===== config.mk =====
export PLATFORM = sky130hd
export DESIGN_NAME = mrxsc_top
export DESIGN_NICKNAME = d
export VERILOG_FILES = /design/src/core/mrxsc_pkg.sv /design/src/core/mrxsc_counter.sv /design/src/core/mrxsc_top.sv
export SDC_FILE = /design/constraint.sdc
export NUM_CORES = 1
export LEC_CHECK = 0
export BUFFER_PORTS_ARGS = -buffer_cell sky130_fd_sc_hd__buf_4
export CAP_MARGIN = 0
export CORE_MARGIN = 1.5
export CORE_UTILIZATION = 45
export DETAILED_ROUTE_END_ITERATION = 8
export PLACE_DENSITY = 0.71
export RECOVER_POWER = 25
export SYNTH_ARGS = -nofsm -noshare
export SYNTH_HDL_FRONTEND = slang
export SYNTH_SLANG_ARGS = --single-unit

===== constraint.sdc =====
create_clock -name pclk -period 3.95 [get_ports pclk]
set_input_delay 0.5925 -clock pclk [delete_from_list [all_inputs] [get_ports pclk]]
set_output_delay 0.5925 -clock pclk [all_outputs]
set_load 0.02 [all_outputs]

===== src/core/mrxsc_pkg.sv =====
// Package of register map, field layout and reset values for the receive statistics slice.
package mrxsc_pkg;

	// ----------------------------------------------------------------
	// Register byte addresses
	// ----------------------------------------------------------------
	localparam logic [11:0] ADDR_COUNTER_CONTROL = 12'h100;
	localparam logic [11:0] ADDR_RESERVED_A      = 12'h10c;
	localparam logic [11:0] ADDR_RESERVED_B      = 12'h110;
	localparam logic [11:0] ADDR_RX_ALL          = 12'h200;
	localparam logic [11:0] ADDR_RX_GOOD         = 12'h204;

	// ----------------------------------------------------------------
	// Counter control fields
	// ----------------------------------------------------------------
	localparam int          MAX_FRAME_LSB        = 3;
	localparam int          MAX_FRAME_MSB        = 13;
	localparam int          MAX_FRAME_WIDTH      = 11;
	localparam int          ENABLE_BIT           = 1;
	localparam logic [10:0] MAX_FRAME_RESET      = 11'h5ee;
	localparam logic [31:0] CONTROL_RESET        = 32'h0000_2f72;
	localparam logic [31:0] CONTROL_WRITE_MASK   = 32'h0000_3fff;
	localparam logic [31:0] RESERVED_RESET       = 32'h0000_0000;
	localparam logic [31:0] COUNT_RESET          = 32'h0000_0000;
	localparam logic [31:0] COUNT_STEP           = 32'h0000_0001;

endpackage


===== src/core/mrxsc_counter.sv =====
// Free-running 32-bit event counter that wraps and clears only on reset.
`timescale 1ns/1ps
module mrxsc_counter
(
	input  wire logic        pclk,
	input  wire logic        presetn,
	input  wire logic        event_pulse,
	output logic [31:0]      count
);
	import mrxsc_pkg::*;

	logic [31:0] next_count;

	// Plain modular add: all ones steps back to zero, no saturation.
	always_comb
	begin
		next_count = count;
		if (event_pulse)
		begin
			next_count = count + COUNT_STEP;
		end
	end

	always_ff @(posedge pclk or negedge presetn)
	begin
		if (!presetn)
		begin
			count <= COUNT_RESET;
		end
		else
		begin
			count <= next_count;
		end
	end
endmodule


===== src/core/mrxsc_top.sv =====
// Receive statistics slice: APB registers, frame counters and long-frame flag.
`timescale 1ns/1ps
module mrxsc_top
(
	input  wire logic        pclk,
	input  wire logic        presetn,
	input  wire logic        psel,
	input  wire logic        penable,
	input  wire logic        pwrite,
	input  wire logic [11:0] paddr,
	input  wire logic [31:0] pwdata,
	input  wire logic [3:0]  pstrb,
	output logic [31:0]      prdata,
	output logic             pready,
	output logic             pslverr,
	input  wire logic        rx_frame_done,
	input  wire logic        rx_frame_valid,
	input  wire logic        tx_frame_done,
	input  wire logic [13:0] tx_frame_length,
	output logic             tx_long_frame
);
	import mrxsc_pkg::*;

	// ----------------------------------------------------------------
	// Register storage
	// ----------------------------------------------------------------
	logic [31:0] counter_control;
	logic [31:0] reserved_control_word_a;
	logic [31:0] reserved_control_word_b;
	logic [31:0] rx_all_frames_count;
	logic [31:0] rx_good_frames_count;
	logic [31:0] next_counter_control;
	logic [31:0] next_reserved_a;
	logic [31:0] next_reserved_b;
	logic [31:0] next_prdata;
	logic        next_pready;
	logic        next_pslverr;
	logic        next_tx_long_frame;
	logic [31:0] wmask;
	logic        access;
	logic        write_commit;
	logic        hit_control;
	logic        hit_reserved_a;
	logic        hit_reserved_b;
	logic        hit_rx_all;
	logic        hit_rx_good;
	logic [10:0] max_frame_length;

	assign access = psel && penable && !pready;
	assign write_commit = psel && penable && pready && pwrite;
	assign max_frame_length = counter_control[MAX_FRAME_MSB:MAX_FRAME_LSB];

	// ----------------------------------------------------------------
	// Frame counters
	// ----------------------------------------------------------------
	// Event inputs come from receive logic on pclk, so no synchroniser is needed.
	mrxsc_counter u_rx_all
	(
		.pclk        (pclk),
		.presetn     (presetn),
		.event_pulse (rx_frame_done),
		.count       (rx_all_frames_count)
	);

	mrxsc_counter u_rx_good
	(
		.pclk        (pclk),
		.presetn     (presetn),
		.event_pulse (rx_frame_done && rx_frame_valid),
		.count       (rx_good_frames_count)
	);

	// ----------------------------------------------------------------
	// Address decode
	// ----------------------------------------------------------------
	always_comb
	begin
		hit_control = 1'b0;
		hit_reserved_a = 1'b0;
		hit_reserved_b = 1'b0;
		hit_rx_all = 1'b0;
		hit_rx_good = 1'b0;
		if (paddr == ADDR_COUNTER_CONTROL)
		begin
			hit_control = 1'b1;
		end
		else if (paddr == ADDR_RESERVED_A)
		begin
			hit_reserved_a = 1'b1;
		end
		else if (paddr == ADDR_RESERVED_B)
		begin
			hit_reserved_b = 1'b1;
		end
		else if (paddr == ADDR_RX_ALL)
		begin
			hit_rx_all = 1'b1;
		end
		else if (paddr == ADDR_RX_GOOD)
		begin
			hit_rx_good = 1'b1;
		end
	end

	// ----------------------------------------------------------------
	// APB response, one wait state per access
	// ----------------------------------------------------------------
	always_comb
	begin
		next_prdata = prdata;
		next_pready = 1'b0;
		next_pslverr = 1'b0;
		if (access)
		begin
			next_pready = 1'b1;
			next_prdata = 32'h0000_0000;
			if (hit_control)
			begin
				if (!pwrite)
				begin
					next_prdata = counter_control;
				end
			end
			else if (hit_reserved_a)
			begin
				if (!pwrite)
				begin
					next_prdata = reserved_control_word_a;
				end
			end
			else if (hit_reserved_b)
			begin
				if (!pwrite)
				begin
					next_prdata = reserved_control_word_b;
				end
			end
			else if (hit_rx_all)
			begin
				// Writes to a counter are refused; reads leave it untouched.
				next_pslverr = pwrite;
				next_prdata = pwrite ? 32'h0000_0000 : rx_all_frames_count;
			end
			else if (hit_rx_good)
			begin
				next_pslverr = pwrite;
				next_prdata = pwrite ? 32'h0000_0000 : rx_good_frames_count;
			end
			else
			begin
				next_pslverr = 1'b1;
			end
		end
	end

	always_ff @(posedge pclk or negedge presetn)
	begin
		if (!presetn)
		begin
			prdata <= 32'h0000_0000;
			pready <= 1'b0;
			pslverr <= 1'b0;
		end
		else
		begin
			prdata <= next_prdata;
			pready <= next_pready;
			pslverr <= next_pslverr;
		end
	end

	// ----------------------------------------------------------------
	// Control registers
	// ----------------------------------------------------------------
	// A write lands only at the edge where the master sees pready high,
	// so an access that is still waiting never changes a register.
	always_comb
	begin
		wmask = {{8{pstrb[3]}}, {8{pstrb[2]}}, {8{pstrb[1]}}, {8{pstrb[0]}}};
		next_counter_control = counter_control;
		next_reserved_a = reserved_control_word_a;
		next_reserved_b = reserved_control_word_b;
		if (write_commit)
		begin
			if (hit_control)
			begin
				next_counter_control = ((counter_control & ~wmask)
					| (pwdata & wmask)) & CONTROL_WRITE_MASK;
			end
			else if (hit_reserved_a)
			begin
				next_reserved_a = (reserved_control_word_a & ~wmask) | (pwdata & wmask);
			end
			else if (hit_reserved_b)
			begin
				next_reserved_b = (reserved_control_word_b & ~wmask) | (pwdata & wmask);
			end
		end
	end

	always_ff @(posedge pclk or negedge presetn)
	begin
		if (!presetn)
		begin
			counter_control <= CONTROL_RESET;
			reserved_control_word_a <= RESERVED_RESET;
			reserved_control_word_b <= RESERVED_RESET;
		end
		else
		begin
			counter_control <= next_counter_control;
			reserved_control_word_a <= next_reserved_a;
			reserved_control_word_b <= next_reserved_b;
		end
	end

	// ----------------------------------------------------------------
	// Long-frame classification
	// ----------------------------------------------------------------
	always_comb
	begin
		next_tx_long_frame = 1'b0;
		if (tx_frame_done && (tx_frame_length > {3'b000, max_frame_length}))
		begin
			next_tx_long_frame = 1'b1;
		end
	end

	always_ff @(posedge pclk or negedge presetn)
	begin
		if (!presetn)
		begin
			tx_long_frame <= 1'b0;
		end
		else
		begin
			tx_long_frame <= next_tx_long_frame;
		end
	end
endmodule


==> impl_metrics.tcl, run 1 <==
set metrics [dict create \
    status "complete, but fails checks" \
    violations "capacitance limit, slew limit" \
    final_max_slew_viol_count 78 \
    vias 6151 \
    avgRoutedWirePerCell_um 18.9 \
    rows 50 \
    path_class "primary input to flop" \
    reg2reg_slack_ns 1.63 \
    setup_viol 0 \
    skew_ns 0.00887 \
    r2r_start "u_rx_all.count[8]$_DFFE_PN0P_" \
    cp-startpoint "paddr[2]" \
    pwr-share-clk 0.409 \
    post-route-util 0.544 \
    yosys_warnings 0 \
    drt-total-wl_mm 20.4 \
    hp-class "primary input to flop" \
    path_cells "buf_4, or4bb_1, or2_4, nor3_4, nand2_4, mux2_4" \
    ctsRootBufferMaster "clkbuf_16" \
    async_flop_share 1.00 \
    internal_power_uw 3000 \
    postSynthCellCount 727 \
    first_pass_iters 5 \
    yosysUniqueCellTypes 54 \
    die_area_um2 19900 \
    final_hold_viol_count 0 \
    grt_max_degree 101 \
    cts_buffers 17 \
    grt_usage 0.217 \
    end_kind "flop" \
    max_cap_viol_count 1 \
    synth_edf_count 0 \
    syn_avg_cell_area_um2 11.8 \
    synthesis.nets 810 \
    fin_nets 915 \
    layout_worst_path_cycle_share 0.666 \
    worst-r2r-cell-count 5 \
    setup.worst_path.start_class "primary input" \
    synth_seq_area_share 0.518 \
    p_total_uw 4060 \
    tightestPinTransition_ns 2.00 \
    dpl.hpwl_mm 14.8 \
    vdd_drop_max_mv 0.319 \
    rr_endpoint "u_rx_all.count[31]$_DFFE_PN0P_" \
    vias_per_cell 5.70 \
    swShare 0.262 \
    grt-ovfl-total 0 \
    p_seq_frac 0.492 \
    hold_buffers 0 \
    rsz0062_at_grt "no" \
    area_delta_synth_final_pct 18.8 \
    switchingPower_uw 1060 \
    antenna_cells 0 \
    critPathRequiredTime_ns 4.27 \
    ys_ff_latch 177 \
    critPathMaxFanout 45 \
    fp.coreArea_um2 18700 \
    fmax_mhz 380 \
    p_leak_uw 0.00480 \
    critPathSlowestCell "or4bb_1" \
    power_density_nw_per_um2 399 \
    drc 0 \
    htree_levels 4 \
    drtIter0Drc 530 \
    critPathArrivalTime_ns 2.95 \
    relSlewSlack -0.331 \
    grt_pass1_vias 6104 \
    finalCriticalPeriod_ns 2.63 \
    routabilityCongestion 0.842 \
    cp_slowest_stage_delay_ns 0.59 \
    antenna_found_initial 0 \
    die_x_um 141 \
    clk-insertion-delay-late_ns 0.43 \
    cts_tree "done" \
    io_pins 105 \
    drtAntennaViolNets 0 \
    start_util 0.458 \
    grt_pass1_wl_mm 33.4 \
    die-height_um 141 \
    syn_area_um2 8570 \
    synth_top_flop_cell "dfrtp_1" \
    fin_tns_setup_ns 0 \
    clock_sinks 177 \
    clock_path_buffers 2 \
    fill_cells 1603 \
    ctsResizeCount 0 \
    clkTransAtPathRegs_ns 0.07 \
    drive_gt1_frac 0.317 \
    io_buffer_count 104 \
    postCtsSetupRepairBufs 0 \
    p_comb_frac 0.098 \
]
[layer usage]
metal	up-vias	global-route usage	wire, um
li1	2878	-	-
met1	3102	0.313	9490
met2	155	0.340	9640
met3	16	0.0394	1040
met4	0	0.0548	231
met5	-	0	0
[synth_stat cells, types with 4 or more instances]
library cell	instances	area [um^2]
ha_1	13	163
a21oi_1	15	75.1
nand2_4	4	45.0
xnor2_1	51	447
buf_2	6	30.0
and4_1	7	61.3
mux2i_1	5	50.1
nand4_1	23	144
a221o_1	8	80.1
nand2_1	66	248
and3_1	11	68.8
nand2b_1	5	31.3
dfstp_2	9	236
o221ai_1	4	35.0
xor2_1	11	96.3
dfrtp_1	168	4200
nor3_1	14	70.1
a22o_1	5	43.8
mux2_2	76	856
mux2_4	20	300
o21ai_0	28	140
nor4_1	8	50.1
nor2_1	32	120
clkbuf_1	18	67.6
a21o_1	9	67.6
a222oi_1	9	90.1
inv_1	13	48.8
a221oi_1	9	78.8
a22oi_1	13	97.6
o21a_1	4	30.0
o211ai_1	4	30.0
nand3_1	22	110
[power groups by stage]
stage               Sequential, uW  Clock (uW)  Combinational, uW
CTS                           2000        1680                407
global placement              2030           0                397
detailed placement            2030           0                406
global route                  2020        1760                446
finish                        2000        1660                399
floorplan                     2040           0                186
[metrics by stage]
stage / setup WS (ns) / hold WS (ns) / instances / area (um^2)
3_3_place_gp: 0.909 / 0.457 / 1047 / 9610
6_report: 1.32 / 0.394 / 1079 / 10200
5_1_grt: 1.24 / 0.384 / 1079 / 10200
3_5_place_dp: 0.887 / 0.458 / 1047 / 9610
2_1_floorplan: 1.39 / 0.297 / 727 / 8570
4_1_cts: 1.33 / 0.234 / 1079 / 10200
[worst min-delay path by stage]
stage	start	to	slack [ns]	depth (start not counted)
2_1_floorplan	presetn	asynchronous set/reset pin	0.30	0
3_3_place_gp	u_rx_good.count[31]$_DFFE_PN0P_	u_rx_good.count[31]$_DFFE_PN0P_	0.46	1
3_5_place_dp	u_rx_good.count[31]$_DFFE_PN0P_	u_rx_good.count[31]$_DFFE_PN0P_	0.46	1
4_1_cts	presetn	prdata[17]$_DFFE_PN0P_	0.23	1
5_1_grt	pwdata[24]	flop	0.38	2
6_report	pwdata[27]	flop	0.39	2
[area by class of cell]
type | instances | area (um^2) | share of cell area
Inverter | 14 | 52.6 | 0.00516
Clock inverter | 12 | 123 | 0.0120
Multi-Input combinational cell | 508 | 3950 | 0.388
Tap cell | 234 | 293 | 0.0288
Clock buffer | 20 | 457 | 0.0449
Sequential cell | 177 | 4440 | 0.436
Timing Repair Buffer | 114 | 866 | 0.0851
[placed cells by master, fill, tap and decap left out, types with 8 or more instances in the layout]
cell and instances:
a21o_1 9, a21oi_1 15, a221o_1 8, a221oi_1 9
a222oi_1 9, a22oi_1 13, and3_1 11, buf_4 112
clkbuf_16 17, dfrtp_1 168, dfstp_2 9, ha_1 13
inv_1 13, mux2_2 76, mux2_4 20, nand2_1 66
nand3_1 22, nand4_1 23, nor2_1 32, nor3_1 14
nor4_1 8, o21ai_0 28, xnor2_1 51, xor2_1 11
[critical path, delay by kind of cell]
family	cells	cell delay, ns
and+or+nand+nor	4	1.57
buffers and inverters	1	0.43
muxes	1	0.34
[logic make-up after synthesis]
| family | after synthesis | share of synthesized area |
|---|---|---|
| buf+inv | 42 | 0.0206 |
| xor+xnor | 62 | 0.0634 |
| fa+ha+maj | 13 | 0.0190 |
| compound gates | 116 | 0.0968 |
| simple gates | 214 | 0.138 |
| flops | 177 | 0.518 |
| mux | 103 | 0.143 |
Power figures use the tool's default switching activity.
==> run 2, diff against run 1 <==
PLACE_DENSITY = 0.74   (was 0.71)
clock period = 2.3 ns   (was 3.95 ns; I/O delays follow)
==> impl_metrics.tcl, run 2 (synthesized netlist as in run 1, its figures left out) <==
set metrics [dict create \
    fin_nets 943 \
    vias 6411 \
    clkTransAtPathRegs_ns 0.07 \
    rows 50 \
    tightestPinTransition_ns 1.13 \
    fp.coreArea_um2 18700 \
    postCtsSetupRepairBufs 0 \
    dp.cells 1074 \
    internal_power_uw 5530 \
    die-height_um 141 \
    vias_per_cell 5.79 \
    pwr-share-clk 0.429 \
    finalHoldWorstSlack_ns 0.151 \
    grt_pass1_vias 6476 \
    layout_worst_path_cycle_share 0.917 \
    switchingPower_uw 1750 \
    clock_sinks 177 \
    relSlewSlack 0.247 \
    clock_path_buffers 2 \
    final_hold_viol_count 0 \
    avgRoutedWirePerCell_um 19.5 \
    ctsRootBufferMaster "clkbuf_16" \
    dpl.hpwl_mm 15.6 \
    critPathMaxFanout 6 \
    drive_gt1_frac 0.334 \
    start_util 0.458 \
    critPathArrivalTime_ns 2.43 \
    final_max_slew_viol_count 0 \
    clk-insertion-delay-late_ns 0.44 \
    fmax_mhz 474 \
    vdd_drop_max_mv 0.514 \
    grt_max_degree 58 \
    antenna_cells 0 \
    fin_tns_setup_ns 0 \
    routabilityCongestion 0.861 \
    skew_ns 0.0163 \
    drt-total-wl_mm 21.6 \
    final_cells 1107 \
    finalCriticalPeriod_ns 2.11 \
    drc 0 \
    path_class "flop to flop" \
    p_total_uw 7290 \
    antenna_found_initial 0 \
    htree_levels 4 \
    power_density_nw_per_um2 691 \
    swShare 0.241 \
    hp-class "primary input to flop" \
    first_pass_iters 5 \
    grt-ovfl-total 0 \
    area_delta_synth_final_pct 23.0 \
    setup_viol 0 \
    max_cap_viol_count 0 \
    layout_commonest_cell "dfrtp_1" \
    grt_usage 0.231 \
    grt_pass1_wl_mm 35.3 \
    status "finished, final reports clean" \
    die_x_um 141 \
    drtAntennaViolNets 0 \
    drtIter0Drc 574 \
    io_buffer_count 104 \
    p_seq_frac 0.472 \
    fill_cells 1498 \
    io_pins 105 \
    p_leak_uw 0.00500 \
    die_area_um2 19900 \
    end_kind "flop" \
    cts_tree "done" \
    rsz0062_at_grt "no" \
    critPathRequiredTime_ns 2.62 \
    p_comb_frac 0.099 \
    cts_buffers 17 \
    setup.worst_path.start_class "flop" \
    final_cell_mix "dfrtp_1 (168), buf_4 (131), mux2_2 (76), nand2_1 (66), xnor2_1 (51)" \
]
==> run 2: changes by cell type in the layout (fill, tap and decap cells not counted) <==
cell,before,now
buf_4,112,131
buf_12,1,8
inv_6,5,0
bufinv_16,1,4
clkbuf_1,1,4
clkbuf_8,2,4
clkinvlp_4,3,1
clkinv_2,0,1
clkinv_4,3,2
dlygate4sd3_1,0,1
==> run 2: cell type report <==
class                           count  area (um^2)  area share
Sequential cell                   177         4440       0.421
Multi-Input combinational cell    508         3950       0.375
Timing Repair Buffer              142         1160       0.110
Clock buffer                       24          492      0.0467
Tap cell                          234          293      0.0278
Clock inverter                      8          150      0.0142
Inverter                           14         52.6     0.00499
==> run 2: final timing paths <==
| check | start | to | slack (ns) | cells after the start |
|---|---|---|---|---|
| setup / recovery | u_rx_all.count[3]$_DFFE_PN0P_ | u_rx_all.count[31]$_DFFE_PN0P_ | 0.19 | 5 |
| hold / removal | pwdata[18] | flop | 0.15 | 2 |
| setup reg to reg | u_rx_all.count[3]$_DFFE_PN0P_ | u_rx_all.count[31]$_DFFE_PN0P_ | 0.19 | 5 |
| hold reg to reg | u_rx_good.count[31]$_DFFE_PN0P_ | u_rx_good.count[31]$_DFFE_PN0P_ | 0.48 | 1 |
| max in group asynchronous | presetn | u_rx_good.count[7]$_DFFE_PN0P_ | 0.67 | 3 |
| min in group asynchronous | presetn | prdata[16]$_DFFE_PN0P_ | 0.67 | 2 |
==> run 2: through the flow <==
step / cell area (um^2) / util / worst slack (ns)
after floorplan: 8570 / - / 0.0531
after global placement: 9900 / 0.529 / 0.0179
after detailed placement: 9900 / 0.529 / 0.00212
after CTS: 10500 / 0.564 / 0.198
after global routing: 10500 / 0.563 / 0.102
final: 10500 / 0.563 / 0.192
==> run 2: repair_timing <==
action / CTS / global route
hold endpoints to repair: 40 / 0
hold buffers: 1 / 0
resized for setup: 0 / 0
setup endpoints to repair: 0 / 0
==> run 2: power groups by stage <==
stage          sequential [uW]  combinational (uW)  clock (uW)
2_1_floorplan             3500                 320           0
3_3_place_gp              3480                 704           0
3_5_place_dp              3490                 728           0
4_1_cts                   3440                 735        3160
5_1_grt                   3470                 801        3290
6_report                  3440                 721        3130
==> run 2: metal layers <==
metal | wire, um | global-route usage | vias to the layer above
met5 | 0 | 0 | -
met4 | 483 | 0.0806 | 0
met3 | 1380 | 0.0510 | 41
met2 | 10300 | 0.361 | 219
met1 | 9410 | 0.320 | 3211
li1 | - | - | 2940
==> run 2: worst max-delay path, stage by stage, from the launching register on <==
cell and delay [ns]:
dfrtp_1 0.45, nand4_1 0.24, nor3_1 0.43, and3_1 0.28
or3b_2 0.47, xnor2_1 0.13
